--- config.mk ---
export PLATFORM = sky130hd
export DESIGN_NAME = cip_top
export DESIGN_NICKNAME = d
export VERILOG_FILES = /design/src/pkg/cip_pkg.sv /design/src/design/cip_flag_merge.sv /design/src/design/cip_top.sv
export VERILOG_INCLUDE_DIRS = /design/src /design/src/pkg
export SDC_FILE = /design/constraint.sdc
export NUM_CORES = 1
export LEC_CHECK = 0
export ABC_AREA = 1
export BUFFER_PORTS_ARGS = -buffer_cell sky130_fd_sc_hd__clkbuf_2
export CAP_MARGIN = 20
export CORE_AREA = 3 3 75 77
export DETAILED_ROUTE_END_ITERATION = 10
export DIE_AREA = 0 0 78 80
export PLACE_DENSITY = 0.82
export SYNTH_ARGS = -nofsm -noshare
export SYNTH_HDL_FRONTEND = slang
export SYNTH_SLANG_ARGS = --single-unit
--- constraint.sdc ---
create_clock -name pclk -period 1.8 [get_ports pclk]
set_input_delay 0.18 -clock pclk [delete_from_list [all_inputs] [get_ports pclk]]
set_output_delay 0.18 -clock pclk [all_outputs]
set_load 0.01 [all_outputs]
--- src/pkg/cip_cfg.svh ---
// constants of the cpu interrupt priority and flag block
// assumes a 32-bit apb slave, one word per register, 16-bit data in the low bits
// How it works
// (RULE1) status bits 7-5 hold cpu priority
// (RULE2) top bit above status field gives 8-15
// (RULE3) level 7 or top bit set blocks all user interrupts
// (RULE4) nesting disable locks the status priority field
// (RULE5) core bit 3 reads level above 7, clear-only
// (RULE6) external flags at bits 13 and 4
// (RULE7) change, comparator, i2c flags at bits 3-0
// (RULE8) slave flag reads one after request; others zero
// (RULE9) adc pair priorities 6-4 and 2-0, reset 4
`ifndef CIP_CFG_SVH
`define CIP_CFG_SVH
`define CIP_OFF_STATUS 12'h000
`define CIP_OFF_CORE 12'h004
`define CIP_OFF_ICTL1 12'h008
`define CIP_OFF_FLAGS 12'h00C
`define CIP_OFF_ADCPRI 12'h010
`define CIP_OFF_IRQ_MASK 12'h014
`define CIP_OFF_LEVEL 12'h018
`define CIP_STATUS_IPL_LSB 5
`define CIP_CORE_TOP_BIT 3
`define CIP_ICTL1_NEST_BIT 15
`define CIP_FLAGS_IMPL 16'h201F
`define CIP_ADC3_LSB 4
`define CIP_ADC2_LSB 0
`define CIP_ADCPRI_RESET 16'h0044
`define CIP_ADCPRI_IMPL 16'h0077
`endif

--- src/pkg/cip_pkg.sv ---
// types of the cpu interrupt priority and flag block
// assumes the constants header is included by users of the offsets
package cip_pkg;
  typedef struct packed {
    logic [2:0] cpu_priority_low_bits;
    logic cpu_priority_top_bit;
    logic nesting_disable;
    logic [15:0] flags;
    logic [15:0] adc_pri;
    logic [15:0] irq_mask;
  } cip_regs_t;
  typedef struct packed {
    logic [15:0] prdata;
    logic pready;
    logic pslverr;
    logic irq;
    logic [3:0] level;
    logic user_block;
  } cip_out_t;
  typedef struct packed {
    cip_regs_t regs;
    cip_out_t outs;
  } cip_state_t;
endpackage : cip_pkg

--- src/design/cip_flag_merge.sv ---
// sticky flag merge: hardware set wins over software clear
// assumes set pulses and clear masks are synchronous to pclk
`timescale 1ns/1ns
module cip_flag_merge (
  // current and implemented bits
  input wire logic [15:0] cur,
  input wire logic [15:0] impl,
  // events and software actions
  input wire logic [15:0] set,
  input wire logic [15:0] clr,
  input wire logic [15:0] wr_mask,
  input wire logic [15:0] wr_val,
  // merged value
  output logic [15:0] nxt
);
  always_comb
  begin
    nxt = (((cur & ~clr) & ~wr_mask) | (wr_val & wr_mask) | set) & impl;
  end
endmodule : cip_flag_merge

--- src/design/cip_top.sv ---
// apb register block holding cpu priority, request flags and adc pair priorities
// assumes one clock pclk, asynchronous active-low presetn, event inputs one pclk wide
`include "cip_cfg.svh"
`timescale 1ns/1ns
module cip_top (
  // apb
  input wire logic pclk,
  input wire logic presetn,
  input wire logic psel,
  input wire logic penable,
  input wire logic pwrite,
  input wire logic [11:0] paddr,
  input wire logic [31:0] pwdata,
  output logic [31:0] prdata,
  output logic pready,
  output logic pslverr,
  // request events
  input wire logic ext_req_two,
  input wire logic ext_req_one,
  input wire logic change_req,
  input wire logic comparator_req,
  input wire logic i2c_master_req,
  input wire logic i2c_slave_req,
  // cpu side
  output logic [3:0] cpu_level,
  output logic user_irq_block,
  output logic irq
);
  cip_pkg::cip_state_t st;
  cip_pkg::cip_state_t next_st;
  logic [15:0] ev;
  logic [15:0] flag_clr;
  logic [15:0] flag_wmask;
  logic [15:0] flag_nxt;
  logic wr;
  logic rd;

  function automatic logic hit(input logic [11:0] a, input logic [11:0] off);
    hit = (a == off);
  endfunction : hit

  function automatic logic mapped(input logic [11:0] a);
    mapped = hit(a, `CIP_OFF_STATUS) || hit(a, `CIP_OFF_CORE) || hit(a, `CIP_OFF_ICTL1) ||
             hit(a, `CIP_OFF_FLAGS) || hit(a, `CIP_OFF_ADCPRI) ||
             hit(a, `CIP_OFF_IRQ_MASK) || hit(a, `CIP_OFF_LEVEL);
  endfunction : mapped

  // no wait state: read data and error are prepared in the setup cycle so that
  // they stand in the access cycle, together with pready
  assign wr = psel & penable & pwrite & st.outs.pready;
  assign rd = psel & ~penable & ~pwrite;

  always_comb
  begin
    ev = 16'h0000;
    ev[13] = ext_req_two; // see RULE6
    ev[4] = ext_req_one; // see RULE6
    ev[3] = change_req; // see RULE7
    ev[2] = comparator_req; // see RULE7
    ev[1] = i2c_master_req; // see RULE7
    ev[0] = i2c_slave_req; // see RULE8
  end

  // flags double as the interrupt status: plain write stores, status view clears on one
  always_comb
  begin
    flag_clr = 16'h0000;
    flag_wmask = 16'h0000;
    if (wr && hit(paddr, `CIP_OFF_FLAGS))
    begin
      flag_wmask = 16'hFFFF;
    end
    if (wr && hit(paddr, `CIP_OFF_LEVEL))
    begin
      flag_clr = pwdata[15:0];
    end
  end

  cip_flag_merge u_merge (
    .cur(st.regs.flags),
    .impl(`CIP_FLAGS_IMPL),
    .set(ev),
    .clr(flag_clr),
    .wr_mask(flag_wmask),
    .wr_val(pwdata[15:0]),
    .nxt(flag_nxt)
  ); // see RULE8

  always_comb
  begin
    next_st = st;
    next_st.regs.flags = flag_nxt;
    next_st.outs.pready = psel & ~penable;
    next_st.outs.pslverr = psel & ~penable & ~mapped(paddr);
    if (wr)
    begin
      case (paddr)
        `CIP_OFF_STATUS:
        begin
          if (!st.regs.nesting_disable) // see RULE4
          begin
            next_st.regs.cpu_priority_low_bits = pwdata[7:5]; // see RULE1
          end
        end
        `CIP_OFF_CORE:
        begin
          if (!pwdata[`CIP_CORE_TOP_BIT]) // see RULE5
          begin
            next_st.regs.cpu_priority_top_bit = 1'b0;
          end
        end
        `CIP_OFF_ICTL1:
        begin
          next_st.regs.nesting_disable = pwdata[`CIP_ICTL1_NEST_BIT];
        end
        `CIP_OFF_FLAGS:
        begin
        end
        `CIP_OFF_ADCPRI:
        begin
          next_st.regs.adc_pri = pwdata[15:0] & `CIP_ADCPRI_IMPL; // see RULE9
        end
        `CIP_OFF_IRQ_MASK:
        begin
          next_st.regs.irq_mask = pwdata[15:0] & `CIP_FLAGS_IMPL;
        end
        `CIP_OFF_LEVEL:
        begin
        end
        default:
        begin
        end
      endcase
    end
    next_st.outs.prdata = 16'h0000;
    if (rd)
    begin
      case (paddr)
        `CIP_OFF_STATUS:
          next_st.outs.prdata = {8'h00, st.regs.cpu_priority_low_bits, 5'h00}; // see RULE1
        `CIP_OFF_CORE:
          next_st.outs.prdata = {12'h000, st.regs.cpu_priority_top_bit, 3'h0}; // see RULE5
        `CIP_OFF_ICTL1:
          next_st.outs.prdata = {st.regs.nesting_disable, 15'h0000};
        `CIP_OFF_FLAGS:
          next_st.outs.prdata = st.regs.flags; // see RULE8
        `CIP_OFF_ADCPRI:
          next_st.outs.prdata = st.regs.adc_pri;
        `CIP_OFF_IRQ_MASK:
          next_st.outs.prdata = st.regs.irq_mask;
        `CIP_OFF_LEVEL:
          next_st.outs.prdata = st.regs.flags;
        default:
          next_st.outs.prdata = 16'h0000;
      endcase
    end
    // level is built from the next state, so it changes on the same edge as the write
    next_st.outs.level = {next_st.regs.cpu_priority_top_bit,
                          next_st.regs.cpu_priority_low_bits}; // see RULE2
    next_st.outs.user_block = next_st.regs.cpu_priority_top_bit |
                              (&next_st.regs.cpu_priority_low_bits); // see RULE3
    next_st.outs.irq = |(next_st.regs.flags & next_st.regs.irq_mask);
  end

  always_ff @(posedge pclk or negedge presetn)
  begin
    if (!presetn)
    begin
      st <= '{regs: '{cpu_priority_low_bits: 3'h0, cpu_priority_top_bit: 1'b0,
                      nesting_disable: 1'b0, flags: 16'h0000,
                      adc_pri: `CIP_ADCPRI_RESET, irq_mask: 16'h0000},
              outs: '{prdata: 16'h0000, pready: 1'b0, pslverr: 1'b0, irq: 1'b0,
                      level: 4'h0, user_block: 1'b0}};
    end
    else
    begin
      st <= next_st;
    end
  end

  assign prdata = {16'h0000, st.outs.prdata};
  assign pready = st.outs.pready;
  assign pslverr = st.outs.pslverr;
  assign cpu_level = st.outs.level;
  assign user_irq_block = st.outs.user_block;
  assign irq = st.outs.irq;
endmodule : cip_top

# ---- Yosys cells after proc, flatten, opt, wreduce, memory -nomap -nowiden
# Cells that the tools add are included.
dict set report op_classes {
  n_mux 12
  reduce_logical 14
  n_eq_ne 6
  bitwise_logic 18
}
# op n
set op_table {}
lappend op_table {{16-bit one-hot mux with 6 select lines} 1}
lappend op_table {{16-bit two-way mux} 3}
lappend op_table {{14-bit AND} 3}
lappend op_table {{12-bit by 5-bit equality test with 1-bit output, second input constant} 3}
lappend op_table {{14-bit two-way mux} 2}
lappend op_table {{14-bit NOT} 2}
lappend op_table {{14-bit OR} 2}
lappend op_table {{12-bit by 4-bit equality test with 1-bit output, second input constant} 2}
lappend op_table {{14-bit by 16-bit AND with 16-bit output} 1}
lappend op_table {{16-bit OR reduction} 1}
lappend op_table {{12-bit by 3-bit equality test with 1-bit output, second input constant} 1}
lappend op_table {{12-bit logical NOT} 1}
lappend op_table {{1-bit AND} 6}
lappend op_table {{1-bit logical OR} 6}
lappend op_table {{3-bit two-way mux} 2}
lappend op_table {{5-bit two-way mux} 1}
lappend op_table {{2-bit AND reduction} 2}
lappend op_table {{1-bit two-way mux} 3}
lappend op_table {{1-bit NOT} 3}
lappend op_table {{3-bit AND reduction} 1}
lappend op_table {{1-bit logical AND} 2}
lappend op_table {{2-bit OR reduction} 1}
lappend op_table {{1-bit OR} 1}
dict set report word_totals {
  inputBits 55
  ff_bits 57
}

# ---- Depth between registers and ports, before layout
# Gate-level depths: netlist of the first run.
dict set report depth {
  ltp_word 12
  ltp_mapped 13
  mapped_depth_nobuf 12
}

# ---- By module
# Synthesis of the first run repeated with hierarchy kept, for this count alone.
dict set report unflattened {
  cells_unflattened 444
  hier_area_um2 3537.1
}
# module instances seq_area_each_um2 area_each_um2 cells_each
set by_module_without_submodules {}
lappend by_module_without_submodules {cip_top 1 1579.0 3116.7 348}
lappend by_module_without_submodules {cip_flag_merge 1 0.0 420.4 96}

# ---- Least setup slack after synthesis of the first run
# Ideal clock, no wire load.
dict set report synth_path {
  kind {reg-to-reg}
  from {register st (netlist bit pready)}
  to {register st (netlist bit irq)}
  arrival_time_ns 1.301
  required_ns 1.681
  period_less_slack_ns 1.419
  stages_incl_launch_ff 11
  path_slack_ns 0.381
  path_cell_list {dfrtp_1 > nand2_1 > nor2_4 > buf_4 > nand4_1 > nand3_1 > nand2_1 > nand2_1 > nand2_1 > nor2_1 > nand2_1}
}
# item line_no
set synth_lines {}
lappend synth_lines {{start: declaration} cip_top.sv:29} ;# cip_pkg::cip_state_t st;
lappend synth_lines {{start signal: assignment} cip_top.sv:169} ;# st <= '{regs: '{cpu_priority_low_bits: 3'h0, cpu_priority_top_bit: 1'b0,
lappend synth_lines {{start signal: assignment} cip_top.sv:177} ;# st <= next_st;

==> flow_summary_export.csv, run 1 <==
group,metric,value,unit
power,p_leak,1.368,nW
clock_network,cts_buffer_depth,2,
worst_setup_path,arrival,1.73,ns
timing,finalMaxSlewViolations,0,
worst_setup_path,critPathRequiredTime,1.97,ns
global_routing,grt_pass1_vias,1577,
final_layout,final.fill_count,465,
timing,max_clock_freq,641.0,MHz
floorplanning,pin_count,95,
clock_network,cts_tree,"built",
final_layout,antenna_cells,0,
place,gp_congestion,0.8342,
final_layout,multi_input_comb_area,917.1,um2
route,drt-total-wl,4.401,mm
timing,rsz0062_at_grt,"no",
power,ir_drop,310.6,uV
synth,yosys_warnings,0,
clock_network,cts.htree.levels,2,
synth,netlist_area,2217,um2
worst_setup_path,regToRegStartpoint,"pready",
route,firstDrtPassIters,4,
route,drt_iter0_drc,111,
worst_setup_path,crit_path_max_fanout,10,
floorplanning,core-area,5075,um2
clock_network,cts_buffers,5,
worst_setup_path,worst_setup_path_end_kind,"register",
timing,worst_clock_skew,0.006926,ns
floorplanning,dieHeight,80,um
clock_network,clk_latency,0.29,ns
global_routing,grt_max_degree,38,
final_layout,area_delta_synth_final,13.83,%
worst_setup_path,path_class,"reg2reg",
synth,yosysUniqueCellTypes,30,
floorplanning,dieArea,6240,um2
global_routing,globalRouteOverflowTotal,0,
synth,avgSynthCellArea,8.462,um2
clock_network,path_clk_slew,0.07,ns
run,cap_viol_max_count,0,
outcome,status,"finished clean",
route,vias,1725,
synth,ys_ff_latch,37,
global_routing,grt_pass1_wl,7.327,mm
clock_network,post_cts_buffers,0,
floorplanning,start_util,43.69,%
synth,syn_inst,262,
timing,post-route-period-util,86.67,%
global_routing,grt_use_total,15.22,%
timing,finalSetupViolCount,0,
floorplanning,dieWidth,78,um
power,powerDensity,673.9,nW/um2
route,drc,0,
hold_path,hp-class,"in2reg",
synth,yosysSeqAreaShare,41.87,%
hold_path,hold_path_depth,2,
worst_setup_path,crit_start,"pready",
timing,final.min_clock_period,1.560,ns
worst_setup_path,crit_path_start_kind,"register",
floorplanning,rows,26,
route,routedWlPerCell,11.55,um
final_layout,register_area,928.4,um2
timing,tns,0,ns
final_layout,finish.instance_area,2524,um2
route,viasPerCell,4.528,
worst_setup_path,worstRegToRegCells,7,
clock_network,cts.sinks,37,
place,port_buffers,50,
place,dp.final_hpwl,3.419,mm
place,dpl-instance-area,2397,um2
hold_path,holdCritStartpoint,"penable",
final_layout,nets,365,
timing,final_hold_viol_count,0,
route,ant_nets,0,
clock_network,cts-root-buf,"clkbuf_8",
global_routing,antenna_found_initial,0,
final_layout,drive_gt1_share,33.76,%
place,dp_cells,372,
final_layout,fin_cells,381,
critical path, cell delays in order, from the launching register on:
cell     delay, ns
dfrtp_1       0.34
nand2_1       0.08
nor2_4        0.29
inv_2         0.11
nor3_4        0.27
o21ai_0       0.18
nand3_1       0.12
nand2_1       0.05
cell type report:
class / count / share of cell area, %
sequential: 37 / 36.79
inverter: 41 / 6.098
clock inverter: 1 / 1.190
clock buffer: 7 / 3.421
timing repair buffer: 59 / 12.69
multi-input combinational: 166 / 36.34
tap: 70 / 3.471
synth_stat cells (all sizes together):
cell,count,area [um2]
conb,1,3.750
o31ai,1,7.510
nand3b,1,20.02
nor2,20,127.6
nand3,17,107.6
mux2,5,56.30
clkinv,1,3.750
nor3,4,47.54
o21ai,13,65.06
nand4,14,93.84
a21oi,8,51.30
inv,40,150.1
nand2,60,250.2
buf,39,296.5
dfrtp,35,875.8
dfstp,2,52.55
o21bai,1,7.510
report_power, final:
part           switching, mW  leakage (nW)  internal [mW]
Clock                  0.280        0.0585          0.451
Sequential          0.000845         0.419          0.834
Combinational         0.0905         0.890         0.0443
Total                  0.371          1.37           1.33
metal layers:
| metal | track usage (%) | wire [um] | vias up |
|---|---|---|---|
| met2 | 25.86 | 2185 | 81 |
| met3 | 3.950 | 379 | 6 |
| met4 | 6.643 | 78 | 0 |
| met1 | 18.17 | 1758 | 771 |
| met5 | 0 | 0 | - |
| li1 | - | - | 867 |
cells in the final DEF (no fill, tap or decap), types with 5 or more instances in the layout:
cell type,n
nand3_1,14
mux2_2,5
nand2_1,54
dfrtp_1,35
inv_1,37
buf_4,8
conb_1,22
nor2_2,9
nand4_1,13
a21oi_1,5
o21ai_0,11
clkbuf_2,50
nor2_1,7
clkbuf_8,6
cells by family (layout without fill, tap and decap cells):
logic type	count (synthesis)	count (layout)	share of synthesized area (%)
compound gates	23	23	5.926
buf+inv	80	108	20.32
flops	37	37	41.87
mux	5	5	2.539
other cells	1	22	0.1691
simple gates	116	116	29.18
repair_timing:
item,4_1_cts,5_1_grt
hold buffers,1,0
endpoints found under the hold margin,35,0
resized for setup,0,0
registers in the layout, summed over array words and instances (netlist names):
register and flops:
cpu_level 4, pslverr 1, st 19, user_irq_block 1, pready 1, irq 1, prdata 10
through the flow:
stage	worst slack (ns)	power, mW	utilization [%]	hold slack [ns]
CTS	0.2410	1.721	49.73	0.07051
finish	0.2400	1.701	49.73	0.07580
global route	0.05284	1.771	49.73	0.08659
global placement	0.1315	0.9824	47.24	0.2446
detailed placement	0.1386	0.9845	47.24	0.2537
floorplan	0.3806	0.9483	-	-0.1156
final timing paths:
path | slack, ns | end
min | 0.08 | pslverr
max reg2reg | 0.24 | user_irq_block
max in group asynchronous | 0.97 | st[46]
min reg2reg | 0.49 | st[42]
max | 0.24 | user_irq_block
min in group asynchronous | 0.47 | cpu_level[2]
Power figures use the tool's default switching activity.
==> run 2: changes to the inputs <==
Settings changed: CORE_AREA 3 3 75 77 to 3 3 93 95, DIE_AREA 0 0 78 80 to 0 0 96 98, PLACE_DENSITY 0.82 to 0.77, SYNTH_HIERARCHICAL set to 1.
==> run 2 against run 1 <==
Register-to-register slack got worse by 0.12 ns. Cell area rose by 71%. Power rose by 91%. Critical path depth rose by 4. Non-clock buffer count rose by 28. Critical endpoint is now irq.
==> flow_summary_export.csv, run 2 <==
group,metric,value,unit
global_routing,antenna_found_initial,0,
hold_path,min_to,"pready",
synth,yosys_warnings,6,
worst_setup_path,path_class,"reg2reg",
power,p_leak,2.291,nW
route,drt_iter0_drc,158,
final_layout,drive_gt1_share,25.60,%
floorplanning,rows,32,
power,ir_drop,330.1,uV
final_layout,fin_cells,645,
clock_network,clk_latency,0.35,ns
worst_setup_path,crit_path_max_fanout,9,
power,powerDensity,756.0,nW/um2
worst_setup_path,crit_slowest_cell,"dfrtp_1",
global_routing,globalRouteOverflowTotal,0,
route,top_layer,"met4",
worst_setup_path,slowest_delay,0.36,ns
clock_network,path_clk_slew,0.07,ns
final_layout,final_common_cell,"inv_1",
timing,final_hold_viol_count,0,
timing,final.min_clock_period,1.682,ns
timing,worst_clock_skew,0.01046,ns
synth,synth_flop_cell,"dfrtp_1",
timing,post-route-period-util,93.42,%
global_routing,grt_use_total,18.34,%
worst_setup_path,critPathRequiredTime,2.04,ns
clock_network,cts_buffers,9,
route,drt-total-wl,8.116,mm
global_routing,grt_pass1_vias,2925,
clock_network,cts_buffer_depth,2,
synth,yosysUniqueCellTypes,32,
synth,yosys.area.top_type,"dfrtp_1",
hold_path,hold_path_depth,2,
place,dp.final_hpwl,5.795,mm
worst_setup_path,crit_path_start_kind,"register",
worst_setup_path,cpMostUsedCell,"nand3_1",
synth,netlist_area,3537,um2
synth,yosysSeqAreaShare,44.64,%
place,port_buffers,62,
final_layout,area_delta_synth_final,21.79,%
worst_setup_path,worstReg2RegEnd,"irq",
worst_setup_path,path_cells,"nand2_1 > nor2_2 > inv_2 > nor2_4 > buf_4 > inv_1 > nand3_1 > a21oi_2 > a21boi_0 > nor2_1 > nand3_1",
global_routing,grt_pass1_wl,13.46,mm
final_layout,largest_register_ffs,39,
worst_setup_path,arrival,1.92,ns
clock_network,cts.sinks,63,
synth,synth_most_common_cell,"inv_1",
synth,avgSynthCellArea,7.967,um2
floorplanning,start_util,45.30,%
synth,async_flop_share,100.0,%
place,gp_congestion,0.8354,
outcome,status,"finished clean",
place,dpl-instance-area,4036,um2
clock_network,cts-root-buf,"clkbuf_8",
synth,syn_inst,444,
hold_path,hp-class,"in2reg",
place,dp_cells,628,
floorplanning,dieArea,9408,um2
final_layout,mostFrequentLayoutCells,"92 x inv_1, 62 x clkbuf_2, 61 x dfrtp_1",
route,viasPerCell,4.633,
floorplanning,dieWidth,96,um
route,firstDrtPassIters,5,
floorplanning,pin_count,95,
final_layout,antenna_cells,0,
timing,finalSetupViolCount,0,
worst_setup_path,worst_setup_path_end_kind,"register",
synth,netlist_top_cells_count,"93 x inv_1, 61 x dfrtp_1, 50 x nand2_1",
timing,hold_ws,0.04147,ns
timing,finalMaxSlewViolations,0,
final_layout,final.fill_count,710,
route,vias,2988,
route,wl_met2,4.117,mm
synth,ys_ff_latch,63,
hold_path,holdCritStartpoint,"penable",
synth,synth_edf_count,0,
global_routing,grt_max_degree,64,
worst_setup_path,worstRegToRegCells,11,
final_layout,largest_register,"st",
route,ant_nets,0,
route,wl_met3,415,um
clock_network,cts.htree.levels,3,
worst_setup_path,r2r_slack,0.12,ns
floorplanning,dieHeight,98,um
synth,synth_top_area_share,43.16,%
floorplanning,core-area,7807,um2
clock_network,post_cts_buffers,0,
route,drc,0,
run,cap_viol_max_count,0,
synth,yosys-top-cells-area,"dfrtp_1 43%, inv_1 9.9%, buf_4 7.9%",
final_layout,nets,593,
route,routedWlPerCell,12.58,um
timing,max_clock_freq,594.7,MHz
final_layout,finish.instance_area,4308,um2
route,wl_met1,3.402,mm
worst_setup_path,regToRegStartpoint,"pready",
clock_network,cts_tree,"built",
run 2: changes by cell type after synthesis, sizes merged, moves of 5 or more:
cell,change
nand2,-6
mux2,-5
inv,+56
and2,+5
nor2,+32
nand4,-6
a22oi,+7
nand3,+31
dfrtp,+26
a21oi,+33
run 2: through the flow:
step	setup slack [ns]	util, %	TNS [ns]	total power, mW
final	0.1184	55.18	0	3.257
after global routing	-0.0006468	55.18	-0.0006468	3.363
after CTS	0.07325	55.10	0	3.276
after detailed placement	-0.08510	51.70	-0.08510	1.711
after global placement	-0.05434	51.70	-0.05434	1.704
after floorplan	0.003580	-	0	1.620
run 2: repair_timing:
item / 4_1_cts / 5_1_grt
hold buffers: 1 / 0
hold endpoints to repair: 61 / 0
endpoints found under the setup margin: 0 / 1
gates resized for setup: 0 / 2
run 2: worst max-delay path: cells and delay by family (launching register included):
kind / cells / cell delay (ns)
flops: 1 / 0.36
simple gates: 6 / 0.67
buf+inv: 3 / 0.36
compound gates: 2 / 0.19
run 2: worst max-delay path by stage:
stage          startpoint   to  cells after the start
2_1_floorplan      pready  irq                     12
3_3_place_gp     paddr[1]  irq                     15
3_5_place_dp     paddr[1]  irq                     15
4_1_cts            pready  irq                     11
5_1_grt            pready  irq                     10
6_report           pready  irq                     11
run 2: area by class of cell:
type	count	area [um2]	share of cell area [%]
clock inverter	5	103.9	2.411
inverter	96	360.3	8.365
multi-input combinational	281	1448	33.60
clock buffer	11	151.4	3.514
sequential	63	1579	36.65
tap	102	127.6	2.963
timing repair buffer	87	538.0	12.49
run 2: kinds of logic (layout without fill, tap and decap cells):
kind of cell	Yosys count	count (layout)	share of synthesized area [%]
flops	63	63	44.64
simple gates	171	171	25.26
compound gates	67	67	10.47
other cells	2	42	0.2123
mux	1	1	0.2830
buf+inv	140	199	19.14
run 2: power by group:
| group | total [mW] | internal, mW | switching, mW |
|---|---|---|---|
| sequential | 1.46 | 1.44 | 0.0150 |
| combinational | 0.233 | 0.0852 | 0.147 |
| clock | 1.57 | 0.995 | 0.570 |
| total | 3.26 | 2.52 | 0.733 |
run 2: metal layers:
| metal | track usage (%) | vias up |
|---|---|---|
| li1 | - | 1494 |
| met5 | 0 | - |
| met2 | 29.37 | 84 |
| met4 | 9.190 | 0 |
| met1 | 23.74 | 1391 |
| met3 | 2.928 | 19 |
==> run 3: changes to the inputs <==
Settings changed: ABC_AREA 1 to not set, CORE_AREA 3 3 93 95 to 3 3 88 90, DIE_AREA 0 0 96 98 to 0 0 91 93, HOLD_SLACK_MARGIN set to 0.1, PLACE_DENSITY 0.77 to 0.78.
==> run 3 against run 2 <==
The run now ends with setup timing left. Worst hold slack better by 0.079 ns. Combinational power rose by 7%. Via count shrank 15%. Critical path depth is 1 higher. Routed wire length shrank 5.4%. Clock skew is 0.0035 ns lower. Synthesized area fell by 10%. Non-clock buffer count is 10 higher. First-iteration DRC count grew 39%. Cell count shrank 23%. Critical path type is now in2reg. Critical endpoint unchanged.
==> flow_summary_export.csv, run 3 <==
group,metric,value,unit
place,dp.final_hpwl,5.616,mm
worst_setup_path,crit_path_max_fanout,4,
timing,finalMaxSlewViolations,0,
final_layout,final.fill_count,628,
clock_network,clk_latency,0.35,ns
clock_network,cts_buffer_depth,2,
timing,post-route-period-util,128.6,%
worst_setup_path,arrival,2.54,ns
final_layout,mostFrequentLayoutCells,"62 x clkbuf_2, 61 x dfrtp_1, 42 x conb_1",
floorplanning,core-area,7137,um2
route,drt-total-wl,7.675,mm
worst_setup_path,regToRegStartpoint,"pready",
timing,hold_ws,0.1204,ns
worst_setup_path,crit_path_start_kind,"input pin",
route,viasPerCell,5.147,
global_routing,grt_pass1_vias,2569,
floorplanning,dieHeight,93,um
timing,rsz0062_at_grt,"yes",
clock_network,cts.sinks,63,
synth,async_flop_share,100.0,%
synth,synth_edf_count,0,
final_layout,antenna_cells,0,
synth,synth_most_common_cell,"dfrtp_1",
clock_network,cts.htree.levels,3,
final_layout,drive_gt1_share,38.89,%
final_layout,final_common_cell,"clkbuf_2",
timing,finalWorstSetupSlack,-0.5143,ns
synth,syn_inst,289,
floorplanning,dieArea,8463,um2
final_layout,finish.instance_area,4075,um2
route,drt_iter0_drc,219,
floorplanning,dieWidth,91,um
power,powerDensity,678.7,nW/um2
place,gp_congestion,0.8460,
run,cap_viol_max_count,0,
final_layout,area_delta_synth_final,28.38,%
worst_setup_path,path_class,"in2reg",
place,dpl-instance-area,3765,um2
synth,ys_ff_latch,63,
synth,yosys.area.top_type,"dfrtp_1",
power,ir_drop,448.8,uV
floorplanning,rows,31,
worst_setup_path,crit_start,"paddr[10]",
timing,final_hold_viol_count,0,
global_routing,antenna_found_initial,0,
route,drc,0,
synth,yosys-top-cells-area,"dfrtp_1 48%, buf_4 8.5%, mux2_2 6.7%",
timing,final.min_clock_period,2.314,ns
synth,yosysSeqAreaShare,49.74,%
synth,synth_flop_cell,"dfrtp_1",
synth,yosys_warnings,6,
global_routing,grt_max_degree,64,
worst_setup_path,worst_setup_path_end_kind,"register",
global_routing,grt_pass1_wl,12.79,mm
final_layout,multi_input_comb_area,1556,um2
clock_network,cts_tree,"built",
outcome,status,"complete, but fails checks",
global_routing,grt_use_total,19.30,%
floorplanning,pin_count,95,
final_layout,register_area,1579,um2
worst_setup_path,critPathRequiredTime,2.03,ns
clock_network,cts-root-buf,"clkbuf_8",
route,routedWlPerCell,15.51,um
synth,netlist_area,3174,um2
hold_path,holdCritStartpoint,"pwdata[15]",
final_layout,nets,446,
power,p_leak,2.055,nW
hold_path,hp-class,"in2reg",
final_layout,largest_register_ffs,39,
place,preCtsSetupSlack,-0.9980,ns
synth,synth_top_area_share,48.09,%
timing,max_clock_freq,432.1,MHz
outcome,violations,"setup timing",
floorplanning,start_util,44.48,%
route,vias,2548,
timing,worst_clock_skew,0.006960,ns
synth,avgSynthCellArea,10.98,um2
route,firstDrtPassIters,6,
synth,netlist_top_cells_count,"61 x dfrtp_1, 36 x buf_4, 22 x nor2_1",
synth,yosysUniqueCellTypes,42,
clock_network,path_clk_slew,0.07,ns
route,ant_nets,0,
global_routing,globalRouteOverflowTotal,0,
timing,finalSetupViolCount,9,
clock_network,cts_buffers,9,
final_layout,largest_register,"st",
place,port_buffers,62,
==> run 3: cell types whose count changed after synthesis, sizes merged, moves of 19 or more <==
cell | before | now
a21oi | 41 | 18
nand3 | 48 | 6
inv | 96 | 2
nor2 | 52 | 22
nand2 | 54 | 1
mux2 | 0 | 19
==> run 3: report_power, final <==
group          internal, mW  switching, mW  total (mW)
combinational         0.109          0.140       0.249
sequential             1.44         0.0147        1.46
clock                 0.499          0.561        1.06
==> run 3: area by class of cell <==
class / instances / share of cell area, %
clock buffer: 11 / 3.224
clock inverter: 5 / 0.8597
inverter: 2 / 0.1842
multi-input combinational: 218 / 38.19
sequential: 63 / 38.75
tap: 99 / 3.040
timing repair buffer: 97 / 15.75
==> run 3: cells by family after synthesis <==
group,share of synthesized area (%)
mux,7.056
xor+xnor,0.2760
buf+inv,10.01
flops,49.74
compound gates,13.76
simple gates,18.92
other cells,0.2366
==> run 3: path summary, 6_finish.rpt <==
check	end	slack, ns	cells past startpoint
max in group asynchronous	st[46]	1.09	3
min in group asynchronous	st[67]	0.36	3
hold / removal	st[72]	0.12	2
hold reg to reg	st[45]	0.52	1
setup reg to reg	irq	-0.44	10
setup / recovery	irq	-0.51	12
==> run 3: critical path, cell delays in order <==
cell	delay, ns
clkbuf_2	0.08
or4_4	0.56
nor3_4	0.19
nand3_4	0.13
nor3b_4	0.25
or3b_1	0.16
a21boi_2	0.06
a222oi_1	0.31
nand3_1	0.17
nor3_2	0.15
a21oi_1	0.06
a211o_1	0.24
==> run 3: routing by layer <==
| layer | up-vias | track usage (%) | share of wire [%] |
|---|---|---|---|
| met5 | - | 0 | 0 |
| met4 | 0 | 8.794 | 2.6 |
| li1 | 1176 | - | - |
| met1 | 1259 | 23.87 | 42 |
| met2 | 94 | 32.50 | 49 |
| met3 | 19 | 4.103 | 5.8 |
==> run 3: what timing repair did <==
action	4_1_cts	5_1_grt
pin swaps	8	3
setup buffers	1	1
hold buffers	3	0
endpoints found under the hold margin	63	0
setup endpoints to repair	17	17
resized for setup	22	2
==> run 3: stage by stage <==
| stage | utilization, % | total power, mW | std cells | setup TNS, ns |
|---|---|---|---|---|
| 2_1_floorplan | - | 1.606 | 329 | -8.131 |
| 3_3_place_gp | 52.75 | 1.701 | 475 | -13.52 |
| 3_5_place_dp | 52.75 | 1.708 | 475 | -15.54 |
| 4_1_cts | 57.00 | 2.786 | 495 | -1.884 |
| 5_1_grt | 57.10 | 2.878 | 495 | -2.374 |
| 6_report | 57.10 | 2.766 | 495 | -1.996 |
